`src/pad_consts.svh`:
```
// Constants of the phase accumulator divider.
`ifndef PAD_CONSTS_SVH
`define PAD_CONSTS_SVH
`define PAD_ACC_W 20
`define PAD_ACC_RST 20'h00000
`define PAD_BYTE_RST 8'h00
`define PAD_PW_CNT_W 8
`define PAD_PW_CNT_RST 8'h00
`define PAD_SRC_N 9
`define PAD_LOADS_WHEN_ENABLED 2'h2
`define PAD_CKS_SYS 4'h0
`define PAD_CKS_HFOSC 4'h1
`define PAD_CKS_LFOSC 4'h2
`define PAD_CKS_MF500 4'h3
`define PAD_CKS_MF32 4'h4
`define PAD_CKS_REFCLK 4'h6
`define PAD_CKS_LC1 4'h7
`define PAD_CKS_LC2 4'h8
`define PAD_CKS_LC3 4'h9
`define PAD_CKS_LC4 4'hA
`endif

```
`src/pad_pkg.sv`:
```
// Types of the phase accumulator divider.
`default_nettype none
package pad_pkg;
  typedef enum logic [2:0] {
    PAD_NONE,
    PAD_ACC_LOW,
    PAD_ACC_HIGH,
    PAD_ACC_UPPER,
    PAD_STEP_LOW,
    PAD_STEP_HIGH,
    PAD_STEP_UPPER
  } pad_target_t;

  typedef struct packed {
    logic valid;
    pad_target_t target;
    logic [7:0] data;
  } pad_write_t;

  typedef struct packed {
    logic dividerEnable;
    logic pulseModeSelect;
    logic polarityInvert;
    logic pinEnable;
    logic [2:0] pulseWidthSelect;
    logic [3:0] inputClockSelect;
  } pad_ctrl_t;
endpackage : pad_pkg
`default_nettype wire

```
`src/pad_phase_divider.sv`:
```
// Phase accumulator frequency divider with selectable input clock and output shaping.
`include "pad_consts.svh"
`default_nettype none
module pad_phase_divider
  import pad_pkg::*;
(
  // Clock and reset
  input wire logic sys_clk,
  input wire logic rst_n,
  // Software access
  input wire pad_write_t writeReq,
  input wire pad_ctrl_t ctrl,
  // Asynchronous clock sources
  input wire logic high_freq_internal_osc,
  input wire logic low_freq_internal_osc,
  input wire logic mid_freq_internal_osc_500k,
  input wire logic mid_freq_internal_osc_32k,
  input wire logic reference_clock_out,
  input wire logic logic_cell_one_output,
  input wire logic logic_cell_two_output,
  input wire logic logic_cell_three_output,
  input wire logic logic_cell_four_output,
  // Read back
  output logic [`PAD_ACC_W-1:0] accumValue,
  output logic [`PAD_ACC_W-1:0] stepValue,
  output logic shapedLevel,
  // Events and outputs
  output logic accum_carry_out,
  output logic overflowEvent,
  output logic dividedOut,
  output logic pinOut,
  output logic pinOutEn
);

  // Source synchronisers: three stages, a change counts when stages two and three agree
  logic [`PAD_SRC_N-1:0] srcVec;
  logic [`PAD_SRC_N-1:0] syncA_q, syncB_q, syncC_q, filt_q;
  logic [`PAD_SRC_N-1:0] syncA_d, syncB_d, syncC_d, filt_d;

  assign srcVec = {logic_cell_four_output, logic_cell_three_output, logic_cell_two_output,
                   logic_cell_one_output, reference_clock_out, mid_freq_internal_osc_32k,
                   mid_freq_internal_osc_500k, low_freq_internal_osc, high_freq_internal_osc};

  always_comb begin
    syncA_d = srcVec;
    syncB_d = syncA_q;
    syncC_d = syncB_q;
  end

  genvar gi;
  generate
    for (gi = 0; gi < `PAD_SRC_N; gi++) begin : gFilt
      always_comb begin
        filt_d[gi] = (syncB_q[gi] == syncC_q[gi]) ? syncC_q[gi] : filt_q[gi];
      end
    end
  endgenerate

  always_ff @(posedge sys_clk) begin
    if (!rst_n) begin
      syncA_q <= '0;
      syncB_q <= '0;
      syncC_q <= '0;
      filt_q <= '0;
    end else begin
      syncA_q <= syncA_d;
      syncB_q <= syncB_d;
      syncC_q <= syncC_d;
      filt_q <= filt_d;
    end
  end

  // Input clock selection and rising edge detection
  logic selLevel_q, selLevel_d;
  logic selValid;
  logic tick;

  always_comb begin
    selValid = 1'b1;
    selLevel_d = 1'b0;
    case (ctrl.inputClockSelect)
      `PAD_CKS_SYS: selLevel_d = 1'b0;
      `PAD_CKS_HFOSC: selLevel_d = filt_q[0];
      `PAD_CKS_LFOSC: selLevel_d = filt_q[1];
      `PAD_CKS_MF500: selLevel_d = filt_q[2];
      `PAD_CKS_MF32: selLevel_d = filt_q[3];
      `PAD_CKS_REFCLK: selLevel_d = filt_q[4];
      `PAD_CKS_LC1: selLevel_d = filt_q[5];
      `PAD_CKS_LC2: selLevel_d = filt_q[6];
      `PAD_CKS_LC3: selLevel_d = filt_q[7];
      `PAD_CKS_LC4: selLevel_d = filt_q[8];
      default: selValid = 1'b0;
    endcase
    // System clock source ticks every cycle; reserved codes never tick
    if (ctrl.inputClockSelect == `PAD_CKS_SYS) begin
      tick = ctrl.dividerEnable;
    end else begin
      tick = ctrl.dividerEnable & selValid & selLevel_d & ~selLevel_q;
    end
  end

  always_ff @(posedge sys_clk) begin
    if (!rst_n) begin
      selLevel_q <= 1'b0;
    end else begin
      selLevel_q <= selLevel_d;
    end
  end

  // Accumulator, step registers and hidden step buffer
  logic [`PAD_ACC_W-1:0] acc_q, acc_d;
  logic [`PAD_ACC_W-1:0] step_q, step_d;
  logic [`PAD_ACC_W-1:0] stepBuf_q, stepBuf_d;
  logic [1:0] loadCnt_q, loadCnt_d;
  logic loadPend_q, loadPend_d;
  logic carry_q, carry_d;
  logic [`PAD_ACC_W:0] sum;
  logic stepWrite;

  always_comb begin
    acc_d = acc_q;
    step_d = step_q;
    stepBuf_d = stepBuf_q;
    loadCnt_d = loadCnt_q;
    loadPend_d = loadPend_q;
    carry_d = 1'b0;
    sum = {1'b0, acc_q} + {1'b0, stepBuf_q};
    stepWrite = writeReq.valid && (writeReq.target == PAD_STEP_LOW ||
                writeReq.target == PAD_STEP_HIGH || writeReq.target == PAD_STEP_UPPER);
    if (tick) begin
      // Only the carry is dropped, the remainder carries into the next period
      acc_d = sum[`PAD_ACC_W-1:0];
      carry_d = sum[`PAD_ACC_W];
    end
    // A software write to an accumulator byte wins over a same-cycle addition for that byte; the other bytes take the sum
    if (writeReq.valid) begin
      if (writeReq.target == PAD_ACC_LOW) begin
        acc_d[7:0] = writeReq.data;
      end else if (writeReq.target == PAD_ACC_HIGH) begin
        acc_d[15:8] = writeReq.data;
      end else if (writeReq.target == PAD_ACC_UPPER) begin
        acc_d[19:16] = writeReq.data[3:0];
      end else if (writeReq.target == PAD_STEP_LOW) begin
        step_d[7:0] = writeReq.data;
      end else if (writeReq.target == PAD_STEP_HIGH) begin
        step_d[15:8] = writeReq.data;
      end else if (writeReq.target == PAD_STEP_UPPER) begin
        step_d[19:16] = writeReq.data[3:0];
      end
    end
    if (!ctrl.dividerEnable) begin
      loadPend_d = 1'b0;
      loadCnt_d = 2'h0;
      if (stepWrite) begin
        stepBuf_d = step_d;
      end
    end else begin
      if (loadPend_q && tick) begin
        if (loadCnt_q + 2'h1 == `PAD_LOADS_WHEN_ENABLED) begin
          stepBuf_d = step_q;
          loadPend_d = 1'b0;
          loadCnt_d = 2'h0;
        end else begin
          loadCnt_d = loadCnt_q + 2'h1;
        end
      end
      // Only a low byte write arms the transfer; a rewrite restarts the edge count
      if (writeReq.valid && writeReq.target == PAD_STEP_LOW) begin
        loadPend_d = 1'b1;
        loadCnt_d = 2'h0;
      end
    end
  end

  always_ff @(posedge sys_clk) begin
    if (!rst_n) begin
      acc_q <= `PAD_ACC_RST;
      step_q <= `PAD_ACC_RST;
      stepBuf_q <= `PAD_ACC_RST;
      loadCnt_q <= 2'h0;
      loadPend_q <= 1'b0;
      carry_q <= 1'b0;
    end else begin
      acc_q <= acc_d;
      step_q <= step_d;
      stepBuf_q <= stepBuf_d;
      loadCnt_q <= loadCnt_d;
      loadPend_q <= loadPend_d;
      carry_q <= carry_d;
    end
  end

  // Output shaping
  logic shape_q, shape_d;
  logic [`PAD_PW_CNT_W-1:0] pwCnt_q, pwCnt_d;
  logic pin_q, pin_d;
  logic pinEn_q, pinEn_d;
  logic [`PAD_PW_CNT_W-1:0] pwLen;

  always_comb begin
    shape_d = shape_q;
    pwCnt_d = pwCnt_q;
    pwLen = `PAD_PW_CNT_W'(8'h01 << ctrl.pulseWidthSelect) - 8'h01;
    if (!ctrl.pulseModeSelect) begin
      pwCnt_d = `PAD_PW_CNT_RST;
      if (carry_d) begin
        shape_d = ~shape_q;
      end
    end else if (carry_d) begin
      // A new overflow inside a pulse restarts it, so the output stays active
      shape_d = 1'b1;
      pwCnt_d = pwLen;
    end else if (tick && shape_q) begin
      if (pwCnt_q == `PAD_PW_CNT_RST) begin
        shape_d = 1'b0;
      end else begin
        pwCnt_d = pwCnt_q - 8'h01;
      end
    end
    pin_d = shape_d ^ ctrl.polarityInvert;
    pinEn_d = ctrl.pinEnable;
  end

  always_ff @(posedge sys_clk) begin
    if (!rst_n) begin
      shape_q <= 1'b0;
      pwCnt_q <= `PAD_PW_CNT_RST;
      pin_q <= 1'b0;
      pinEn_q <= 1'b0;
    end else begin
      shape_q <= shape_d;
      pwCnt_q <= pwCnt_d;
      pin_q <= pin_d;
      pinEn_q <= pinEn_d;
    end
  end

  assign accumValue = acc_q;
  assign stepValue = step_q;
  assign shapedLevel = pin_q;
  assign accum_carry_out = carry_q;
  assign overflowEvent = carry_q;
  assign dividedOut = pin_q;
  assign pinOut = pin_q;
  assign pinOutEn = pinEn_q;

endmodule : pad_phase_divider
`default_nettype wire

```
`config.mk`:
```
export PLATFORM = sky130hd
export DESIGN_NAME = pad_phase_divider
export DESIGN_NICKNAME = d
export VERILOG_FILES = /design/src/pad_pkg.sv /design/src/pad_phase_divider.sv
export VERILOG_INCLUDE_DIRS = /design/src
export SDC_FILE = /design/constraint.sdc
export NUM_CORES = 1
export LEC_CHECK = 0
export BUFFER_PORTS_ARGS = -buffer_cell sky130_fd_sc_hd__buf_2
export CAP_MARGIN = 5
export CORE_MARGIN = 2
export CORE_UTILIZATION = 54
export CTS_BUF_LIST = sky130_fd_sc_hd__clkbuf_4 sky130_fd_sc_hd__clkbuf_8
export DETAILED_ROUTE_END_ITERATION = 7
export PLACE_DENSITY = 0.81
export SKIP_CTS_REPAIR_TIMING = 1
export SYNTH_ARGS = -nofsm -noshare
export SYNTH_HDL_FRONTEND = slang
export SYNTH_SLANG_ARGS = --single-unit
```
`constraint.sdc`:
```
create_clock -name sys_clk -period 3.74 [get_ports sys_clk]
set_input_delay 0.187 -clock sys_clk [delete_from_list [all_inputs] [get_ports sys_clk]]
set_output_delay 0.187 -clock sys_clk [all_outputs]
set_load 0.01 [all_outputs]
```
## Word level (Yosys, flattened, before mapping)

Index checks and enable logic that the tools add are counted.

| operators by class | value |
|---|---|
| $add $sub $neg | 4 |
| multipliers | 0 |
| divide/modulo/power cells | 0 |
| order comparisons | 0 |
| equality and inequality tests | 28 |
| shift-type cells | 1 |
| muxes and demuxes | 36 |
| bitwise operators | 8 |
| reductions and logical operators | 19 |

Operator list:

| operator | count |
|---|---|
| 2-to-1 mux 20 bit | 10 |
| 2-to-1 mux 8 bit | 7 |
| 2-to-1 mux 12 bit | 2 |
| adder 20 x 20 -> 21 bit | 1 |
| 2-to-1 mux 4 bit | 4 |
| subtractor 8 x 1 -> 8 bit (second input constant) | 2 |
| equality test 4 x 3 -> 1 bit (second input constant) | 3 |
| equality test 4 bit (second input constant) | 3 |
| 2-to-1 mux 1 bit | 11 |
| OR reduction 10 bit | 1 |
| equality test 1 bit | 9 |
| equality test 3 bit (second input constant) | 3 |
| one-hot mux 1 bit (9 select lines) | 1 |
| equality test 4 x 2 -> 1 bit (second input constant) | 2 |
| zero test 8 bit | 1 |
| AND reduction 2 bit | 4 |
| nonzero test 2 bit | 4 |
| left shift 1 x 3 -> 8 bit (first input constant) | 1 |
| equality test 3 x 2 -> 1 bit (second input constant) | 2 |
| equality test 4 x 1 -> 1 bit (second input constant) | 1 |
| logical AND 1 bit | 4 |
| zero test 4 bit | 1 |
| inequality test 2 x 1 -> 1 bit (second input constant) | 2 |
| inverter 1 bit | 4 |
| other kinds (10) | 13 |

| word-level totals | value |
|---|---|
| bits in registers | 112 |
| latch bits | 0 |
| bits in writable memories | 0 |
| bits in read-only memories | 0 |
| bits of input ports | 34 |
| output and inout bits | 46 |
| word-level logic and storage cells | 119 |
| memories | 0 |

## Depth between registers and ports, before layout

Gate-level depths: netlist of run 1.

| depth | value |
|---|---|
| depth after elaboration | 12 |
| mapped depth | 18 |
| mapped depth without buffers | 16 |

## Worst setup path after synthesis of run 1

No wires, ideal clock.

| path | value |
|---|---|
| path kind | flip-flop to flip-flop |
| from | reg acc_q[0], in the netlist accumValue[0] |
| to | reg pwCnt_q[6] |
| library setup time | 0.075 ns |
| data arrival time | 3.671 ns |
| setup slack | -0.006 ns |
| stages on the path, launching flop included | 19 |
| path buffers | 2 |
| cell sequence | dfxtp_1 ha_1 fa_1 a211oi_2 o21ai_1 a311oi_1 a31oi_2 nand2_2 buf_4 nor4b_1 a21oi_1 ha_1 clkbuf_1 inv_1 or3_1 nor2_1 nand3_1 mux2_1 o22ai_1 |

| on the way | value |
|---|---|
| word-level cells in the longest chain between the ends | 4 |
| elaborated cells on any way between the ends | 6 |
| those cells by class | add/sub: 1; eq/ne: 1; mux: 2; reduce/logical: 2 |

RTL lines:

| what | RTL line | source |
|---|---|---|
| start, declared | pad_phase_divider.sv:111 | `` logic [`PAD_ACC_W-1:0] acc_q, acc_d; `` |
| start signal, assigned | pad_phase_divider.sv:177 | `` acc_q <= `PAD_ACC_RST; `` |
| adder 20 x 20 -> 21 bit (*) | pad_phase_divider.sv:127 | `sum = {1'b0, acc_q} + {1'b0, stepBuf_q};` |
| 2-to-1 mux 1 bit (*) | pad_phase_divider.sv:130 | `if (tick) begin` |
| inequality test 2 bit (no source line) / nonzero test 2 bit (equally long branches) | n/a |  |
| AND reduction 2 bit (no source line) | n/a |  |
| end signal, assigned | pad_phase_divider.sv:227 | `` pwCnt_q <= `PAD_PW_CNT_RST; `` |
| end signal, assigned | pad_phase_divider.sv:232 | `pwCnt_q <= pwCnt_d;` |
| end, declared | pad_phase_divider.sv:195 | `` logic [`PAD_PW_CNT_W-1:0] pwCnt_q, pwCnt_d; `` |

Every way passes the cells marked *; elsewhere a longest branch is shown, timed or not.
A chain may end at the register's enable or synchronous reset.

## Worst setup path in the final report of run 1

Same ends and word-level chain as after synthesis.

==> results of run 1 <==
-- per-layer routing --
layer / global-route usage / up-vias
li1: - / 2427
met2: 0.390 / 197
met5: 0 / -
met4: 0.0835 / 0
met3: 0.0438 / 32
met1: 0.352 / 2347
-- cells in the final DEF, fill, tap and decap left out, drive strengths merged, types with 5 or more instances in the layout --
cell,netlist,layout
dfxtp,112,112
buf,14,86
nand2,71,71
a21oi,67,67
nor2,56,56
mux2i,39,39
o21ai,38,38
and2,31,31
mux2,24,24
ha,21,21
nand3,20,20
inv,10,13
xnor2,12,12
nor3,11,11
a211oi,11,11
clkbuf,23,9
a31oi,9,9
nand2b,7,7
and3,6,6
a21o,6,6
o211ai,5,5
xor2,5,5
o21bai,5,5
-- cells in the mapped netlist (5+ instances only) --
| library cell | count | area share |
|---|---|---|
| clkbuf_1 | 19 | 0.013 |
| o211ai_1 | 5 | 0.0066 |
| xor2_1 | 5 | 0.0077 |
| nor3_1 | 10 | 0.0088 |
| nor2_1 | 56 | 0.037 |
| xnor2_1 | 12 | 0.018 |
| dfxtp_1 | 112 | 0.39 |
| a31oi_1 | 7 | 0.0077 |
| a21oi_1 | 66 | 0.058 |
| inv_1 | 10 | 0.0066 |
| buf_6 | 5 | 0.0099 |
| buf_4 | 6 | 0.0079 |
| mux2_2 | 22 | 0.044 |
| and3_1 | 6 | 0.0066 |
| nand3_1 | 19 | 0.017 |
| a211oi_1 | 10 | 0.013 |
| ha_1 | 21 | 0.046 |
| and2_1 | 30 | 0.033 |
| mux2i_1 | 39 | 0.069 |
| nand2_1 | 70 | 0.046 |
| o21bai_1 | 5 | 0.0066 |
| o21ai_0 | 35 | 0.031 |
| nand2b_1 | 7 | 0.0077 |
| a21o_1 | 6 | 0.0079 |
-- flip-flops by register name, summed over array words and instances, names as in the netlist, 2 cells and up --
| register | flops |
|---|---|
| pwCnt_q | 8 |
| syncA_q | 9 |
| stepBuf_q | 20 |
| accumValue | 20 |
| stepValue | 20 |
| syncC_q | 9 |
| filt_q | 9 |
| loadCnt_q | 2 |
| syncB_q | 9 |
-- stage by stage --
step	TNS [ns]	area [µm²]	setup slack, ns	hold WS [ns]
4_1_cts	0	6300	0.119	-0.00439
5_1_grt	-0.0558	6370	-0.0558	0.000514
6_report	0	6370	0.207	0.00801
2_1_floorplan	0	5690	0.0932	0.314
3_5_place_dp	0	6080	0.176	0.397
3_3_place_gp	0	6080	0.232	0.392
-- cell families after synthesis --
logic type	count (synthesis)
adder cells (fa/ha/maj)	22
multiplexers	63
XOR/XNOR	17
AND/OR/NAND/NOR	227
AO/OA/AOI/OAI	160
flip-flops	112
buffers and inverters	48
-- cell type report --
class                           instances  area (µm²)
Multi-Input combinational cell        489        3210
Inverter                               11        41.3
Sequential cell                       112        2240
Fill cell                             916        3900
Timing Repair Buffer                   90         488
Tap cell                              136         170
Clock inverter                          6        97.6
Clock buffer                            9         124
-- worst paths after layout --
| kind | cells past startpoint | end | slack, ns |
|---|---|---|---|
| max | 16 | pwCnt_q[6] | 0.21 |
| min | 2 | syncA_q[5] | 0.008 |
| min reg2reg | 2 | pwCnt_q[7] | 0.44 |
| max reg2reg | 16 | pwCnt_q[6] | 0.21 |
-- worst register-to-register path, stage by stage (launching register included) --
cell and delay (ns):
dfxtp_1 0.34, ha_1 0.24, fa_2 0.39, a211oi_2 0.33, o21ai_2 0.14, a311oi_2 0.27, a31oi_2 0.15, nand2_2 0.13
nor4b_1 0.06, a21oi_1 0.13, ha_1 0.18, inv_1 0.07, or3_1 0.34, nor2_1 0.14, nand3_1 0.08, mux2_1 0.31
o22ai_1 0.16
-- power breakdown --
group          internal (mW)  switching (mW)
registers               1.22          0.0163
clock network          0.385           0.423
logic                 0.0780           0.126
==> impl_metrics.toml, run 1 <==
[worst_setup_path]
cp_common_cell = "ha_1"
path_class = "reg2reg"
crit_arrival_ns = 3.84
critPathLaunchType = "flip-flop"
crit_path_start = "accumValue[0]"
crit_chain = "ha_1, fa_2, a211oi_2, o21ai_2, a311oi_2, a31oi_2, nand2_2, nor4b_1, a21oi_1, ha_1, inv_1, or3_1, nor2_1, nand3_1, mux2_1, o22ai_1"
cp-end-kind = "flip-flop"
critical_path.max_fanout = 5
worstPathRequired_ns = 4.04
slowest_delay_ns = 0.39
critical-path-top-delay-family = "compound AO/OA/AOI/OAI gates"
r2r_start = "accumValue[0]"
crit_slowest_cell = "fa_2"
worst-path-buf-inv = 1

[global_route]
grt_pass1_wl_um = 22800
grt.overflow.total = 0
antenna_found_initial = 0
grt_pass1_vias = 4585
grt_max_degree = 51
grt.total_usage = 0.250

[timing]
finalSetupViolCount = 0
period_share = 0.945
worst_slew_margin_rel = 0.326
finClkSkew_ns = 0.0125
finalMaxSlewViolations = 0
finalWorstPathRequiredPeriod_ns = 3.53
hold_viol = 0
fmax_mhz = 283
worst_pin_slew_ns = 1.00

[drt]
wl_met1_um = 6420
drtIter0Drc = 469
dr.pass1.iters = 7
finalWirelength_um = 14200
viasPerCell = 5.87
drcViolationCount = 0
wl_met3_um = 1110
ant_nets = 0
dr_total_vias = 5003
wl_met2_um = 6350
wire_per_inst_um = 16.6
top_layer = "met4"

[synthesis]
synthSimpleGateAreaFrac = 0.193
synth_adder_area_share = 0.0497
syn_area_um2 = 5680
syn_nets = 705
synth_top_family_by_area = "simple AND/OR/NAND/NOR gates"
avgSynthCellArea_um2 = 8.76
ys_ff_latch = 112
synth_compound_area_frac = 0.177
yosysSeqAreaShare = 0.394
ys_types = 66
synth_xor_area_frac = 0.0262
yosysWarnings = 0
synth_edf_count = 0
synthCells = 649
ys.flop_type = "dfxtp_1"
synth_mux_area_frac = 0.116
synthArstFlopShare = 0

[hold_path]
hold_path_class = "in2reg"
hold_path_startpoint = "logic_cell_one_output"

[placed_design]
portBuffers = 79
dpl.hpwl_um = 9880
routabilityCongestion = 0.891
dpl.cell_count = 832

[floorplanning]
rows = 37
fp.coreArea_um2 = 10300
start_util = 0.553
fp.dieH_um = 107
ios = 80
die_w_um = 107
dieArea_um2 = 11400

[status]
status = "completed"

[pwr]
cellPowerDensity_nw_per_um2 = 353
p_leak_nw = 2.75
ir_worst_vdd_mv = 0.236
power_mw = 2.25

[cts]
clk_pin_slew_ns = 0.11
cts_tree = "done"
cts_buffers = 9
root_buffer = "clkbuf_8"
cts_buffer_depth = 2
htreeDepth = 3
cts_sinks = 112
clock_latency_ns = 0.38

[layout]
areaGrowthSynthToFinish_pct = 12.2
antenna-diode-count = 0
fin_cells = 853
final_nets = 769
utilization = 0.620
drive_above_1_share = 0.197

[job]
cap_violations = 0
No activity file was read; power rests on OpenSTA's default activity.
==> run 2, diff against run 1 <==
--- a/config.mk
+++ b/config.mk
@@ -12,6 +12,7 @@
 export CORE_UTILIZATION = 54
 export CTS_BUF_LIST = sky130_fd_sc_hd__clkbuf_4 sky130_fd_sc_hd__clkbuf_8
 export DETAILED_ROUTE_END_ITERATION = 7
+export HOLD_SLACK_MARGIN = 0.03
 export PLACE_DENSITY = 0.81
 export SKIP_CTS_REPAIR_TIMING = 1
 export SYNTH_ARGS = -nofsm -noshare
==> impl_metrics.toml, run 2 (same netlist as run 1, synthesis figures left out) <==
[layout]
drive_above_1_share = 0.195
fillers = 907
multi_input_area_um2 = 3210
antenna-diode-count = 0
layout_common_cells = "dfxtp_1, buf_2, nand2_1"
utilization = 0.626
seq_area_um2 = 2240
final_nets = 775
fin_area_um2 = 6430
areaGrowthSynthToFinish_pct = 13.2
final_common_cell = "dfxtp_1"

[timing]
fmax_mhz = 282
worst_pin_slew_ns = 1.03
hold_slack_ns = 0.0594
worst_slew_margin_rel = 0.311
finClkSkew_ns = 0.0120
fin_tns_setup_ns = 0
period_share = 0.948
hold_viol = 0
finalSetupViolCount = 0
finalMaxSlewViolations = 0
finalWorstPathRequiredPeriod_ns = 3.55

[cts]
clock_latency_ns = 0.38
clk_pin_slew_ns = 0.10
root_buffer = "clkbuf_8"
cts_sinks = 112
cts_buffer_depth = 2
htreeDepth = 3
cts_buffers = 9
cts_tree = "done"

[floorplanning]
dieArea_um2 = 11400
ios = 80
rows = 37
fp.dieH_um = 107
die_w_um = 107
start_util = 0.553
fp.coreArea_um2 = 10300

[drt]
wl_met2_um = 6390
dr.pass1.iters = 6
finalWirelength_um = 14300
top_layer = "met4"
viasPerCell = 5.82
wl_met3_um = 1030
ant_nets = 0
drtIter0Drc = 440
wl_met1_um = 6560
dr_total_vias = 5003
drcViolationCount = 0
wire_per_inst_um = 16.7

[pwr]
p_leak_nw = 2.77
cellPowerDensity_nw_per_um2 = 351
ir_worst_vdd_mv = 0.239

[worst_setup_path]
worst-r2r-setup-slack_ns = 0.19
crit_chain = "ha_1, nand3_1, nor3_2, a311oi_2, a31oi_2, nand2_2, buf_4, and2_1, nor2_1, ha_1, inv_1, or3_1, nor2_1, nand3_1, mux2_1, o22ai_1"
crit_arrival_ns = 3.85
critical_path.max_fanout = 7
path_class = "reg2reg"
slowest_delay_ns = 0.38
critPathLaunchType = "flip-flop"
worst-path-buf-inv = 2
crit_slowest_cell = "ha_1"
critical-path-top-delay-family = "simple AND/OR/NAND/NOR gates"
cp-end-kind = "flip-flop"
worstPathRequired_ns = 4.05

[global_route]
grt.overflow.total = 0
grt_pass1_wl_um = 22800
antenna_found_initial = 0
grt_pass1_vias = 4585
grt.total_usage = 0.250
grt_max_degree = 51

[placed_design]
postPlaceCellArea_um2 = 6080
dpl.hpwl_um = 9880
portBuffers = 79
routabilityCongestion = 0.891

[status]
status = "completed"

[hold_path]
hold_path_class = "in2reg"

[job]
cap_violations = 0
run 2: cell types whose count changed in the layout (fill, tap and decap cells not counted), sizes merged:
cell | previous run | this run
dlygate4sd3 | 4 | 10
run 2: per-stage QoR:
step	total power [mW]	setup WS [ns]	std cells
after CTS	2.25	0.119	847
after global routing	2.34	-0.0558	859
after global placement	1.45	0.232	832
after detailed placement	1.46	0.176	832
after floorplan	1.39	0.0932	649
final	2.26	0.194	859
run 2: where the power goes:
| part | switching (mW) | leakage (nW) | internal [mW] |
|---|---|---|---|
| Clock | 0.427 | 0.112 | 0.385 |
| Combinational | 0.127 | 1.75 | 0.0821 |
| Sequential | 0.0164 | 0.910 | 1.22 |
run 2: area by class of cell:
type	instances	area share
sequential	112	0.348
clock inverter	6	0.0152
timing repair buffer	96	0.0852
multi-input combinational	489	0.499
clock buffer	9	0.0192
tap	136	0.0264
inverter	11	0.00642
run 2: layer usage:
metal | vias to the layer above | global-route usage
met5 | - | 0
met4 | 0 | 0.0835
met3 | 26 | 0.0438
met2 | 179 | 0.390
met1 | 2356 | 0.352
li1 | 2442 | -
run 2: path summary, 6_finish.rpt:
path | from | to | depth (start not counted)
max | accumValue[9] | pwCnt_q[6] | 16
min | ctrl[8] | dividedOut | 3
max reg2reg | accumValue[9] | pwCnt_q[6] | 16
min reg2reg | pwCnt_q[7] | pwCnt_q[7] | 2
run 2: tightest hold or removal path, cell delays in order:
cell and delay (ns):
buf_2 0.10, nand2_1 0.05, mux2i_1 0.05
==> run 3, diff against run 2 <==
--- a/config.mk
+++ b/config.mk
@@ -8,8 +8,10 @@
 export LEC_CHECK = 0
 export BUFFER_PORTS_ARGS = -buffer_cell sky130_fd_sc_hd__buf_2
 export CAP_MARGIN = 5
-export CORE_MARGIN = 2
-export CORE_UTILIZATION = 54
+export CELL_PAD_IN_SITES_DETAIL_PLACEMENT = 1
+export CELL_PAD_IN_SITES_GLOBAL_PLACEMENT = 1
+export CORE_MARGIN = 1.5
+export CORE_UTILIZATION = 41
 export CTS_BUF_LIST = sky130_fd_sc_hd__clkbuf_4 sky130_fd_sc_hd__clkbuf_8
 export DETAILED_ROUTE_END_ITERATION = 7
 export HOLD_SLACK_MARGIN = 0.03
==> impl_metrics.toml, run 3 (same netlist as run 1, synthesis figures left out) <==
[layout]
seq_area_um2 = 2240
fillers = 1621
antenna-diode-count = 0
final_common_cell = "dfxtp_1"
final_nets = 777
utilization = 0.482
fin_cells = 902
areaGrowthSynthToFinish_pct = 13.7
multi_input_area_um2 = 3210
layout_common_cells = "dfxtp_1, buf_2, nand2_1"
drive_above_1_share = 0.194

[timing]
period_share = 0.949
finalWorstPathRequiredPeriod_ns = 3.55
worst_pin_slew_ns = 1.19
setup_ws_ns = 0.189
hold_viol = 0
fmax_mhz = 282
worst_slew_margin_rel = 0.200
finClkSkew_ns = 0.0157
finalSetupViolCount = 0
finalMaxSlewViolations = 0

[placed_design]
dpl.cell_count = 874
routabilityCongestion = 0.862
dpl.hpwl_um = 12100
dpl_worst_slack_ns = 0.114
portBuffers = 79

[worst_setup_path]
crit_arrival_ns = 3.88
critical-path-top-delay-family = "compound AO/OA/AOI/OAI gates"
worstPathRequired_ns = 4.07
worst-path-buf-inv = 1
critical_path.max_fanout = 7
cp-end-kind = "flip-flop"
worst-r2r-setup-slack_ns = 0.19
path_class = "reg2reg"
crit_slowest_cell = "fa_2"
slowest_delay_ns = 0.40
cp_common_cell = "ha_1"
critPathLaunchType = "flip-flop"
crit_chain = "ha_1, fa_2, a211oi_4, o21ai_2, a311oi_1, a31oi_2, nand2_2, nor4b_1, a21oi_1, ha_1, inv_1, or3_1, nor2_1, nand3_1, mux2_1, o22ai_1"

[floorplanning]
ios = 80
start_util = 0.424
fp.coreArea_um2 = 13400
dieArea_um2 = 14600
fp.dieH_um = 121
die_w_um = 121
rows = 42

[drt]
viasPerCell = 5.54
finalWirelength_um = 16700
drcViolationCount = 0
dr.pass1.iters = 4
drtIter0Drc = 276
ant_nets = 0
dr_total_vias = 4997
wire_per_inst_um = 18.5

[cts]
htreeDepth = 3
cts_sinks = 112
cts_buffers = 9
root_buffer = "clkbuf_8"
clock_latency_ns = 0.40
cts_tree = "done"
clk_pin_slew_ns = 0.12
cts_buffer_depth = 2

[global_route]
grt_max_degree = 51
grt_pass1_vias = 5161
grt.overflow.total = 0
grt.total_usage = 0.235
grt_pass1_wl_um = 26800
antenna_found_initial = 0

[job]
cap_violations = 0

[pwr]
p_leak_nw = 2.76
ir_worst_vdd_mv = 0.182
cellPowerDensity_nw_per_um2 = 337

[status]
status = "completed"

[hold_path]
hold_path_class = "in2reg"
==> run 3: cell count changes in the layout (fill, tap and decap cells not counted), sizes merged <==
cell	before	now
buf	86	88
clkinvlp	0	1
inv	13	15
clkinv	2	1
bufinv	2	0
clkbuf	9	10
==> run 3: worst min-delay path, stage by stage <==
cell and delay, ns:
buf_2 0.10, nand2_1 0.05, mux2i_1 0.07
==> run 3: final cells by class <==
cell class              count  area share
multi-input cells         489       0.496
flip-flops and latches    112       0.347
repair buffers             98      0.0871
well taps                 176      0.0341
clock buffers              10      0.0203
clock inverters             6     0.00871
inverters                  11     0.00639
==> run 3: metrics by stage <==
step / power (mW) / setup TNS (ns) / instance area [µm²] / hold slack (ns)
2_1_floorplan: 1.39 / 0 / 5690 / 0.314
3_3_place_gp: 1.46 / 0 / 6140 / 0.392
3_5_place_dp: 1.47 / 0 / 6140 / 0.399
4_1_cts: 2.18 / 0 / 6330 / -0.0261
5_1_grt: 2.26 / -0.00840 / 6460 / 0.0721
6_report: 2.18 / 0 / 6460 / 0.0591
==> run 3: metal layers <==
metal,vias up,global-route usage,wire (µm)
li1,2427,-,-
met2,104,0.399,8200
met3,13,0.0349,841
met1,2453,0.306,7440
met4,0,0.0735,174
met5,-,0,0
==> run 3: report_power, final <==
group          switching [mW]  total, mW  internal, mW
clock network           0.460      0.727         0.267
logic                   0.131      0.214        0.0828
registers              0.0177       1.24          1.22
==> run 3: path summary, 6_finish.rpt <==
check | depth (start not counted) | endpoint | startpoint
min | 3 | dividedOut | ctrl[8]
max | 16 | pwCnt_q[6] | accumValue[0]
min reg2reg | 1 | syncB_q[2] | syncA_q[2]
max reg2reg | 16 | pwCnt_q[6] | accumValue[0]
